### src/design/flash_host_pkg.sv
package flash_host_pkg;
  // command codes written on the data bus
  localparam logic [7:0] CMD_READ_ARRAY = 8'hFF;
  localparam logic [7:0] CMD_READ_ID = 8'h90;
  localparam logic [7:0] CMD_QUERY = 8'h98;
  localparam logic [7:0] CMD_STATUS = 8'h70;
  localparam logic [7:0] CMD_CLR_STATUS = 8'h50;
  localparam logic [7:0] CMD_BLOCK_ERASE = 8'h20;
  localparam logic [7:0] CMD_CHIP_ERASE = 8'h30;
  localparam logic [7:0] CMD_PROGRAM = 8'h40;
  localparam logic [7:0] CMD_PROGRAM_ALT = 8'h10;
  localparam logic [7:0] CMD_PAGE_PROG = 8'hE8;
  localparam logic [7:0] CMD_SUSPEND = 8'hB0;
  localparam logic [7:0] CMD_CONFIRM = 8'hD0;
  localparam logic [7:0] CMD_LOCK_SETUP = 8'h60;
  localparam logic [7:0] CMD_LOCK_SET = 8'h01;
  localparam logic [7:0] CMD_LOCKDOWN_SET = 8'h2F;
  localparam logic [7:0] CMD_PART_CFG = 8'h04;
  localparam logic [7:0] CMD_OTP_PROG = 8'hC0;
  // identifier area offsets
  localparam logic [15:0] ID_MFR_OFS = 16'h0000;
  localparam logic [15:0] ID_DEV_OFS = 16'h0001;
  localparam logic [15:0] ID_LOCK_OFS = 16'h0002;
  localparam logic [15:0] ID_PCR_OFS = 16'h0006;
  localparam int PCR_FIELD_LSB = 8;
  localparam logic [5:0] PART_STEP = 6'h10;
  localparam logic [1:0] LOCK_BITS_MASK = 2'h3;
  localparam int ADDR_W = 22;
  localparam int DATA_W = 16;
  // bus phase timing in clock cycles (20 ns each)
  localparam int SETUP_CYC = 2;
  localparam int STROBE_CYC = 4;
  localparam int HOLD_CYC = 2;
  localparam int PAGE_WORDS_MAX = 32;

  // user-side operations
  typedef enum logic [3:0] {
    OP_READ_ARRAY = 4'h0, OP_READ_ID = 4'h1, OP_QUERY = 4'h2, OP_STATUS = 4'h3,
    OP_CLR_STATUS = 4'h4, OP_BLOCK_ERASE = 4'h5, OP_CHIP_ERASE = 4'h6,
    OP_PROGRAM = 4'h7, OP_PAGE_PROG = 4'h8, OP_SUSPEND = 4'h9, OP_RESUME = 4'hA,
    OP_LOCK_SET = 4'hB, OP_LOCK_CLEAR = 4'hC, OP_LOCKDOWN = 4'hD,
    OP_PART_CFG = 4'hE, OP_OTP_PROG = 4'hF
  } op_e;

  typedef struct packed {
    op_e op;
    logic [ADDR_W-1:0] addr;
    logic [DATA_W-1:0] data;
    logic [5:0] count;
    logic do_read;
  } request_s;

  typedef struct packed {
    logic ce_n;
    logic oe_n;
    logic we_n;
    logic rst_n;
    logic [ADDR_W-1:0] addr;
  } flash_ctl_s;

  // id area partition base legal for a given configuration field
  function automatic logic part_base_ok(input logic [2:0] cfg, input logic [1:0] part);
    part_base_ok = (part == 2'h0) || cfg[part - 2'h1];
  endfunction : part_base_ok
endpackage : flash_host_pkg

### src/design/flash_host_ctrl.sv
`timescale 1ns/1ps
`default_nettype none
module flash_host_ctrl
  import flash_host_pkg::*;
#(
  parameter int PAGE_MAX = PAGE_WORDS_MAX
) (
  // clock and reset
  input wire logic core_clk_in,
  input wire logic rst_n_in,
  // user request
  input wire logic req_valid_in,
  input wire request_s req_in,
  output logic req_ready_out,
  input wire logic [DATA_W-1:0] page_data_in,
  output logic page_data_take_out,
  input wire logic supply_low_in,
  input wire logic [2:0] part_cfg_in,
  // user answer
  output logic done_out,
  output logic refused_out,
  output logic [DATA_W-1:0] rdata_out,
  // flash pins
  output flash_ctl_s flash_ctl_out,
  input wire logic [DATA_W-1:0] dq_in,
  output logic [DATA_W-1:0] dq_out,
  output logic dq_oe_n_out
);
  if (PAGE_MAX < 1 || PAGE_MAX > 64) begin : g_page_max_check
    $error("PAGE_MAX out of range");
  end

  typedef enum logic [2:0] {
    ST_IDLE = 3'b000, ST_SETUP = 3'b001, ST_STROBE = 3'b011, ST_HOLD = 3'b010,
    ST_NEXT = 3'b110, ST_DONE = 3'b111
  } state_e;

  state_e state, next_state;
  request_s req, next_req;
  logic [2:0] step, next_step;     // bus cycle index within the operation
  logic [6:0] words, next_words;   // page words still to load
  logic [3:0] tmr, next_tmr;
  logic is_read, next_is_read;
  logic [DATA_W-1:0] wdata, next_wdata;
  logic [ADDR_W-1:0] addr, next_addr;
  logic [DATA_W-1:0] rdata, next_rdata;
  logic done, next_done, refused, next_refused;

  function automatic logic alters(input op_e op);
    alters = op inside {OP_BLOCK_ERASE, OP_CHIP_ERASE, OP_PROGRAM, OP_PAGE_PROG,
                        OP_OTP_PROG, OP_LOCK_SET, OP_LOCK_CLEAR, OP_LOCKDOWN, OP_PART_CFG};
  endfunction : alters

  // cycle table: data and address of the bus cycle about to start, and whether it is a read
  // built from next-state terms so the first cycle uses the request being taken
  always_comb begin
    logic [7:0] c1;
    logic [7:0] c2;
    logic [ADDR_W-1:0] a;
    c1 = CMD_READ_ARRAY;
    c2 = CMD_CONFIRM;
    a = next_req.addr;
    unique case (next_req.op)
      OP_READ_ARRAY: c1 = CMD_READ_ARRAY;
      OP_READ_ID: c1 = CMD_READ_ID;
      OP_QUERY: c1 = CMD_QUERY;
      OP_STATUS: c1 = CMD_STATUS;
      OP_CLR_STATUS: c1 = CMD_CLR_STATUS;
      OP_BLOCK_ERASE: c1 = CMD_BLOCK_ERASE;
      OP_CHIP_ERASE: c1 = CMD_CHIP_ERASE;
      OP_PROGRAM: c1 = CMD_PROGRAM;
      OP_PAGE_PROG: begin
        c1 = CMD_PAGE_PROG;
        c2 = {2'h0, next_req.count};
      end
      OP_SUSPEND: c1 = CMD_SUSPEND;
      OP_RESUME: c1 = CMD_CONFIRM;
      OP_LOCK_SET: begin
        c1 = CMD_LOCK_SETUP;
        c2 = CMD_LOCK_SET;
      end
      OP_LOCK_CLEAR: c1 = CMD_LOCK_SETUP;
      OP_LOCKDOWN: begin
        c1 = CMD_LOCK_SETUP;
        c2 = CMD_LOCKDOWN_SET;
      end
      OP_PART_CFG: begin
        c1 = CMD_LOCK_SETUP;
        c2 = CMD_PART_CFG;
        a = {next_req.addr[ADDR_W-1:DATA_W], next_req.data};
      end
      OP_OTP_PROG: c1 = CMD_OTP_PROG;
    endcase
    next_addr = a;
    next_is_read = 1'b0;
    if (next_step == 3'h0) begin
      next_wdata = {8'h00, c1};
    end else if (next_req.op inside {OP_PROGRAM, OP_OTP_PROG}) begin
      next_wdata = next_req.data;
    end else if (next_req.op == OP_PAGE_PROG && next_step == 3'h2) begin
      next_wdata = page_data_in;
      next_addr = a + ADDR_W'(next_req.count - 6'(next_words - 7'h1));
    end else if (next_req.op == OP_PAGE_PROG && next_step == 3'h3) begin
      next_wdata = {8'h00, CMD_CONFIRM};
    end else if (next_req.op inside {OP_READ_ID, OP_QUERY, OP_STATUS, OP_READ_ARRAY}) begin
      next_wdata = '0;
      next_is_read = 1'b1;
    end else begin
      next_wdata = {8'h00, c2};
    end
  end

  logic two_cycle, page_more;
  assign two_cycle = req.op inside {OP_BLOCK_ERASE, OP_CHIP_ERASE, OP_PROGRAM,
                     OP_PAGE_PROG, OP_LOCK_SET, OP_LOCK_CLEAR, OP_LOCKDOWN,
                     OP_PART_CFG, OP_OTP_PROG} || req.do_read;
  assign page_more = req.op == OP_PAGE_PROG && step >= 3'h1 && step <= 3'h2;

  logic id_ok;
  assign id_ok = req_in.op != OP_READ_ID || !req_in.do_read ||
                 part_base_ok(part_cfg_in, req_in.addr[21:20]);

  // sequencer
  always_comb begin
    next_state = state;
    next_req = req;
    next_step = step;
    next_words = words;
    next_tmr = tmr;
    next_rdata = rdata;
    next_done = 1'b0;
    next_refused = 1'b0;
    unique case (state)
      ST_IDLE: begin
        next_step = 3'h0;
        next_tmr = 4'(SETUP_CYC - 1);
        if (req_valid_in) begin
          if ((supply_low_in && alters(req_in.op)) || !id_ok) begin
            next_refused = 1'b1;
          end else begin
            next_req = req_in;
            next_words = 7'(req_in.count) + 7'h1;
            next_state = ST_SETUP;
          end
        end
      end
      ST_SETUP: begin
        next_tmr = tmr - 4'h1;
        if (tmr == 4'h0) begin
          next_tmr = 4'(STROBE_CYC - 1);
          next_state = ST_STROBE;
        end
      end
      ST_STROBE: begin
        next_tmr = tmr - 4'h1;
        if (tmr == 4'h0) begin
          next_tmr = 4'(HOLD_CYC - 1);
          if (is_read) next_rdata = dq_in;
          next_state = ST_HOLD;
        end
      end
      ST_HOLD: begin
        next_tmr = tmr - 4'h1;
        if (tmr == 4'h0) next_state = ST_NEXT;
      end
      ST_NEXT: begin
        next_tmr = 4'(SETUP_CYC - 1);
        next_state = ST_SETUP;
        if (req.op == OP_PAGE_PROG && step == 3'h2 && words > 7'h1) begin
          next_words = words - 7'h1;
        end else if (step == 3'h0 && !two_cycle) begin
          next_state = ST_DONE;
        end else if (step != 3'h0 && !page_more) begin
          next_state = ST_DONE;
        end else begin
          next_step = step + 3'h1;
        end
      end
      ST_DONE: begin
        next_done = 1'b1;
        next_state = ST_IDLE;
      end
      default: next_state = ST_IDLE;
    endcase
  end

  logic [DATA_W-1:0] wdata_q;
  logic [ADDR_W-1:0] addr_q;
  always_ff @(posedge core_clk_in or negedge rst_n_in) begin
    if (!rst_n_in) begin
      state <= ST_IDLE;
      req <= '0;
      step <= 3'h0;
      words <= 7'h0;
      tmr <= 4'h0;
      is_read <= 1'b0;
      wdata_q <= '0;
      addr_q <= '0;
      rdata <= '0;
      done <= 1'b0;
      refused <= 1'b0;
    end else begin
      state <= next_state;
      req <= next_req;
      step <= next_step;
      words <= next_words;
      tmr <= next_tmr;
      rdata <= next_rdata;
      done <= next_done;
      refused <= next_refused;
      if (state == ST_NEXT || state == ST_IDLE) begin
        is_read <= next_is_read;
        wdata_q <= next_wdata;
        addr_q <= next_addr;
      end
    end
  end
  assign wdata = wdata_q;

  // strobes: one of oe/we only, and we rises before data and address change
  always_comb begin
    flash_ctl_out.rst_n = rst_n_in;
    flash_ctl_out.addr = addr_q;
    flash_ctl_out.ce_n = !(state inside {ST_SETUP, ST_STROBE, ST_HOLD});
    flash_ctl_out.oe_n = !(state == ST_STROBE && is_read);
    flash_ctl_out.we_n = !(state == ST_STROBE && !is_read);
  end
  assign dq_out = wdata;
  assign dq_oe_n_out = is_read || flash_ctl_out.ce_n;
  assign req_ready_out = state == ST_IDLE;
  assign page_data_take_out = state == ST_NEXT && page_more
                              && !(step == 3'h2 && words == 7'h1);
  assign done_out = done;
  assign refused_out = refused;
  assign rdata_out = rdata;

  strobe_excl_a: assert property (@(posedge core_clk_in) disable iff (!rst_n_in)
    !(!flash_ctl_out.oe_n && !flash_ctl_out.we_n)) else $error("oe and we both low");
  bus_release_a: assert property (@(posedge core_clk_in) disable iff (!rst_n_in)
    !flash_ctl_out.oe_n |-> dq_oe_n_out) else $error("host drives during read");
  lockout_refuse_a: assert property (@(posedge core_clk_in) disable iff (!rst_n_in)
    (state == ST_IDLE && req_valid_in && supply_low_in && alters(req_in.op))
    |=> refused_out && state == ST_IDLE) else $error("alter op not refused");
  we_width_a: assert property (@(posedge core_clk_in) disable iff (!rst_n_in)
    $fell(flash_ctl_out.we_n) |-> !flash_ctl_out.we_n [*4] ##1 flash_ctl_out.we_n)
    else $error("write strobe width wrong");
  addr_hold_a: assert property (@(posedge core_clk_in) disable iff (!rst_n_in)
    !flash_ctl_out.we_n |=> $stable(flash_ctl_out.addr) && $stable(dq_out))
    else $error("data moved at strobe rise");
  cmd_ff_a: assert property (@(posedge core_clk_in) disable iff (!rst_n_in)
    ($fell(flash_ctl_out.we_n) && req.op == OP_READ_ARRAY) |-> dq_out[7:0] == 8'hFF)
    else $error("read array code wrong");
  same_addr_a: assert property (@(posedge core_clk_in) disable iff (!rst_n_in)
    ($fell(flash_ctl_out.we_n) && step == 3'h1 && req.op != OP_PAGE_PROG)
    |-> flash_ctl_out.addr[15:0] == next_addr[15:0]) else $error("second address differs");
  done_bound_a: assert property (@(posedge core_clk_in) disable iff (!rst_n_in)
    (state == ST_IDLE && req_valid_in && req_ready_out && !refused_out && req_in.op == OP_SUSPEND
     && !supply_low_in) |-> ##[8:12] done_out) else $error("single cycle not done");
endmodule : flash_host_ctrl
`default_nettype wire

### config.mk
export PLATFORM = sky130hd
export DESIGN_NAME = flash_host_ctrl
export DESIGN_NICKNAME = d
export VERILOG_FILES = /design/src/design/flash_host_pkg.sv /design/src/design/flash_host_ctrl.sv
export SDC_FILE = /design/constraint.sdc
export NUM_CORES = 1
export LEC_CHECK = 0
export ABC_AREA = 1
export BUFFER_PORTS_ARGS = -buffer_cell sky130_fd_sc_hd__buf_4
export CORE_MARGIN = 5
export CORE_UTILIZATION = 40
export DETAILED_ROUTE_END_ITERATION = 10
export SYNTH_ARGS = -nofsm -noshare
export SYNTH_HDL_FRONTEND = slang
export SYNTH_SLANG_ARGS = --single-unit
### constraint.sdc
create_clock -name core_clk_in -period 7 [get_ports core_clk_in]
set_input_delay 0.7 -clock core_clk_in [delete_from_list [all_inputs] [get_ports core_clk_in]]
set_output_delay 0.7 -clock core_clk_in [all_outputs]
set_load 0.01 [all_outputs]
Word level (Yosys, flattened, before mapping):

Index checks and enable logic that the tools add are counted.
W data, S select, Z words.

* register bits: 123
* logic and storage cells: 169
* output and inout port bits: 63
* bits of input ports: 88

* equality and inequality tests: 48
* order comparisons: 4
* bitwise logic cells: 1
* reductions and logical operators: 48
* add/subtract/negate cells: 8
* muxes and demuxes: 45

Operators by type and width (count)
* $mux W49: 3
* $pmux W8 S13: 1
* $eq A4 B4 Y1 const B: 20
* $mux W22: 3
* $mux W16: 4
* $eq A4 B3 Y1 const B: 10
* $mux W3: 11
* $pmux W8 S4: 1
* $add A22 B22 Y22: 1
* $mux W7: 3
* $reduce_bool A9 Y1: 2
* $mux W8: 2
* $pmux W4 S4: 1
* $eq A3 B2 Y1 const B: 5
* $pmux W3 S5: 1
* $logic_and A1 B1 Y1: 14
* $pmux W7 S2: 1
* $mux W1: 10
* $ne A2 B2 Y1 const B: 5
* $logic_not A1 Y1: 9
* $logic_not A3 Y1: 3
* $eq A4 B2 Y1 const B: 2
* $logic_not A4 Y1: 2
* $mux W4: 2
* 28 further kinds: 38

Depth between registers and ports, before layout:

* word-level depth: 17
* gate-level depth with buffers: 35
* mapped depth without buffers: 34

Least setup slack after synthesis:

Ideal clock, no wire load.

* path kind: input -> register
* start point: input port req_in[44] (netlist name)
* end point: register addr_q[17]
* setup time: 66 ps
* required time: 6934 ps
* cell stages on the path: 33
* slack: 1312 ps
* arrival: 5623 ps
* cells stage by stage: inv_1 -> ha_1 -> nor2_1 -> nor2_1 -> nand3_2 -> nand4_2 -> buf_4 -> or2_2 -> o211ai_1 -> inv_1 -> ha_1 -> xnor2_1 -> ha_1 -> nand2_1 -> nor2_1 -> nor3b_1 -> or2_2 -> nand2_1 -> a21oi_1 -> ha_1 -> a21oi_1 -> inv_1 -> o21ai_0 -> o211ai_1 -> nor2_1 -> o21ai_0 -> nand2_1 -> nand2_1 -> nand2_1 -> inv_1 -> o21ai_0 -> o211ai_1 -> nand2_1

* longest elaborated chain between the ends: 16

RTL lines
* start, declared: line flash_host_ctrl.sv:13 `input wire request_s req_in,`
* $sub A2 B1 Y2: line flash_host_pkg.sv:63 `part_base_ok = (part == 2'h0) || cfg[part - 2'h1];`
* $bmux W1 S2: line flash_host_pkg.sv:63
* $mux W1 (not written as such): line flash_host_pkg.sv:63
* $logic_or A1 B1 Y1 *: line flash_host_pkg.sv:63
* $logic_or A1 B1 Y1 *: line flash_host_ctrl.sv:120 `assign id_ok = req_in.op != OP_READ_ID || !req_in.do_read ||`
* $logic_not A1 Y1 *: line flash_host_ctrl.sv:138 `if ((supply_low_in && alters(req_in.op)) || !id_ok) begin`
* $logic_or A1 B1 Y1 *: line flash_host_ctrl.sv:138
* $mux W7 *: line flash_host_ctrl.sv:138
* $mux W7 *: line flash_host_ctrl.sv:137 `if (req_valid_in) begin`
* $pmux W7 S2 *: line flash_host_ctrl.sv:133 `unique case (state)`
* named net next_words[0]: line flash_host_ctrl.sv:41 `logic [6:0] words, next_words;`
* $sub A6 B1 Y6 *: line flash_host_ctrl.sv:102 `next_addr = a + ADDR_W'(next_req.count - 6'(next_words - 7'h1));`
* $sub A6 B6 Y7 *: line flash_host_ctrl.sv:102
* $add A22 B22 Y22 *: line flash_host_ctrl.sv:102
* $mux W22 *: line flash_host_ctrl.sv:100 `end else if (next_req.op == OP_PAGE_PROG && next_step == 3'h2) begin`
* $mux W22 *: line flash_host_ctrl.sv:98 `end else if (next_req.op inside {OP_PROGRAM, OP_OTP_PROG}) begin`
* $mux W22 *: line flash_host_ctrl.sv:96 `if (next_step == 3'h0) begin`
* end signal, assigned: line flash_host_ctrl.sv:214 `addr_q <= next_addr;`
* end, declared: line flash_host_ctrl.sv:188 `logic [ADDR_W-1:0] addr_q;`

The timed path passes the listed nets; every way through them passes the cells marked *. The select of a mux whose other input is x is not followed.
A chain may end at the register's enable or synchronous reset.

Final worst setup path:

* start point: register state[2]
* end point: register addr_q[17]

* longest elaborated chain between the ends: 8

RTL lines
* start, declared: line flash_host_ctrl.sv:38 `state_e state, next_state;`
* start signal, assigned: line flash_host_ctrl.sv:203 `state <= next_state;`
* $eq A3 B3 Y1 / $logic_not A3 Y1 (equally long branches): line flash_host_ctrl.sv:133
* $pmux W7 S2 *: line flash_host_ctrl.sv:133
* named net next_words[0]: line flash_host_ctrl.sv:41
* $sub A6 B1 Y6 *: line flash_host_ctrl.sv:102
* $sub A6 B6 Y7 *: line flash_host_ctrl.sv:102
* $add A22 B22 Y22 *: line flash_host_ctrl.sv:102
* $mux W22 *: line flash_host_ctrl.sv:100
* $mux W22 *: line flash_host_ctrl.sv:98
* $mux W22 *: line flash_host_ctrl.sv:96

The timed path passes the listed nets; every way through them passes the cells marked *.

==> impl_metrics.json <==
{
  "drv_slew": 0,
  "hold_violations": 0,
  "io_pins": 151,
  "cts_hold_buf": 0,
  "die_area_sq_mm": 0.02249,
  "vias_per_cell": 4.975,
  "root_buffer": "clkbuf_16",
  "syn_inst": 995,
  "synth_area_sq_mm": 0.007836,
  "nNetsFinal": 1274,
  "crit_type": "reg -> reg",
  "synth.area.top_cells": "dfrtp_1 (39%), nand2_1 (12%), ha_1 (6.2%), inv_1 (5.4%), o21ai_0 (5.3%)",
  "wl_per_cell_microns": 15.86,
  "synthArstFlopShare": 1.000,
  "tritoncts": "yes",
  "port_buffers": 150,
  "dr_total_vias": 7080,
  "overflow": 0,
  "crit_fanout": 16,
  "dieHeight_microns": 150.0,
  "drt-pass1-iter-count": 5,
  "max_slew_margin": 0.3014,
  "drive_gt1_frac": 0.2377,
  "synth_top_area_frac": 0.3928,
  "fin_cells": 1423,
  "ys_types": 58,
  "status": "finished clean",
  "grt_pass1_wl_microns": 36070,
  "rsz0062_at_grt": "false",
  "hold_path_class": "in -> async",
  "critical_path_required_ns": 7.31,
  "area_growth_pct": 23.93,
  "wirelength_microns": 22570,
  "postLayoutSetupSlackWorst_ns": 1.370,
  "h-tree-depth": 4,
  "remaining_drc_errors": 0,
  "post_cts_buffers": 0,
  "dp_cells": 1391,
  "drtIter0Drc": 450,
  "yosysSeqAreaShare": 0.3928,
  "tns_ns": 0,
  "clock_latency_ns": 0.43,
  "start_kind": "flip-flop",
  "cts_sinks": 123,
  "hpwl_microns": 17080,
  "initial_core_util": 0.4040,
  "yosysWarningCount": 0,
  "grt_pass1_vias": 7001,
  "clk_path_buf_depth": 2,
  "finalCritPeriodShare": 0.8043,
  "fp.coreArea_sq_mm": 0.01940,
  "worst_pin_slew_ns": 1.048,
  "synth_top_area_cell": "dfrtp_1",
  "cap_viol_max_count": 0,
  "synthFlopType": "dfrtp_1",
  "place_congestion": 0.8566,
  "synth_seq_cells": 123,
  "clock_skew_ns": 0.01271,
  "setup_viol": 0,
  "postSynthAreaPerCell_sq_um": 7.876,
  "worstPathArrival_ns": 5.94,
  "dp_slack_ns": 1.092,
  "synth_fp_nets": 1124,
  "end_kind": "flip-flop",
  "post-route-min-period_ns": 5.630,
  "rows": 51,
  "ant_nets": 0,
  "grt_max_degree": 82,
  "fmax_mhz": 177.6,
  "die_w_microns": 150.0,
  "grtUsageTotal": 0.2040,
  "cts_resized": 0,
  "numCtsBuffers": 17,
  "clk_pin_slew_ns": 0.06,
  "synth_edf_count": 0,
  "antenna_found_initial": 1
}
[final timing paths]
check / from / end / slack, ns / cells after the start
hold / removal: rst_n_in / state[0] / 0.41 / 2
hold reg to reg: req[23] / req[23] / 0.48 / 2
setup / recovery: state[2] / addr_q[17] / 1.37 / 27
setup reg to reg: state[2] / addr_q[17] / 1.37 / 27
min in group core_clk_in: req[23] / req[23] / 0.48 / 2
max in group asynchronous: rst_n_in / req[20] / 5.15 / 3
[worst max-delay path, cell delays in order (launching register included)]
cell	delay [ns]
dfrtp_1	0.42
nor3_2	0.60
nand4_2	0.47
or2_2	0.44
o211ai_1	0.10
inv_1	0.11
ha_1	0.31
inv_1	0.06
fa_1	0.43
nor2_1	0.12
nor3b_1	0.06
or2_2	0.28
nand2_1	0.06
a21oi_1	0.06
buf_4	0.20
ha_1	0.37
a21oi_1	0.25
nor2_1	0.06
o21ai_0	0.14
o211ai_1	0.10
nor2_1	0.18
o21ai_0	0.16
nand2_1	0.09
nand2_1	0.06
nor2_1	0.08
o21ai_0	0.08
o211ai_1	0.13
nand2_1	0.07
[flip-flops by register name, indices dropped and copies added, names as in the netlist]
signal,flops
addr_q,22
state,3
step,3
done_out,1
dq_out,16
words,7
is_read,1
refused_out,1
tmr,4
req,49
rdata_out,16
[layout make-up]
| class | instances | area, sq um |
|---|---|---|
| fill | 1971 | 9687 |
| multi-input combinational | 718 | 4095 |
| sequential | 123 | 3078 |
| timing repair buffer | 159 | 1194 |
| inverter | 126 | 475.5 |
| clock buffer | 19 | 432.9 |
| tap | 265 | 331.6 |
| clock inverter | 12 | 102.6 |
| antenna | 1 | 2.502 |
[synthesized netlist by cell type (all sizes together), types with 2 or more instances]
cell type and instances:
or2 24, nor2 75, o211ai 6, buf 19, o31ai 3, o22ai 6
nand2 261, nor3 6, fa 2, a211oi 2, a21o 2, o21ai 116
xnor2 13, and3 3, mux2 16, a22oi 11, a21oi 48, a31oi 3
nand3 35, ha 39, nand4 9, a31o 2, inv 125, xor2 15
o221ai 2, clkbuf 9, dfrtp 123, mux2i 10
[cells by family after synthesis]
logic type | share of synthesized area
AO/OA/AOI/OAI | 0.1506
XOR/XNOR | 0.03130
adder cells (fa/ha/maj) | 0.06738
buffers and inverters | 0.08462
flip-flops | 0.3928
multiplexers | 0.03577
AND/OR/NAND/NOR | 0.2376
[metrics by stage]
step | utilization | area, sq um | hold slack [ns]
2_1_floorplan | - | 7836 | 0.4044
3_3_place_gp | 0.4729 | 9174 | 0.4572
6_report | 0.5006 | 9712 | 0.4107
3_5_place_dp | 0.4729 | 9174 | 0.4614
5_1_grt | 0.5006 | 9712 | 0.4645
4_1_cts | 0.5005 | 9709 | 0.4503
[routing by layer]
metal / track usage / vias up / wire length, microns
met5: 0 / - / 0
met4: 0.05947 / 0 / 398
met3: 0.03331 / 25 / 1095
met2: 0.3260 / 215 / 10230
met1: 0.2859 / 3284 / 10840
li1: - / 3556 / -
[cells in the final DEF (no fill, tap or decap), drive strengths merged, types with 16 or more instances in the layout]
master  count
nand2     261
buf       159
inv       125
dfrtp     123
o21ai     116
nor2       75
a21oi      48
ha         39
nand3      35
or2        24
clkbuf     19
mux2       16
Power is left out: the tool's default activity adds up to more than one toggle a clock period on the data nets, which glitch-free logic cannot reach.
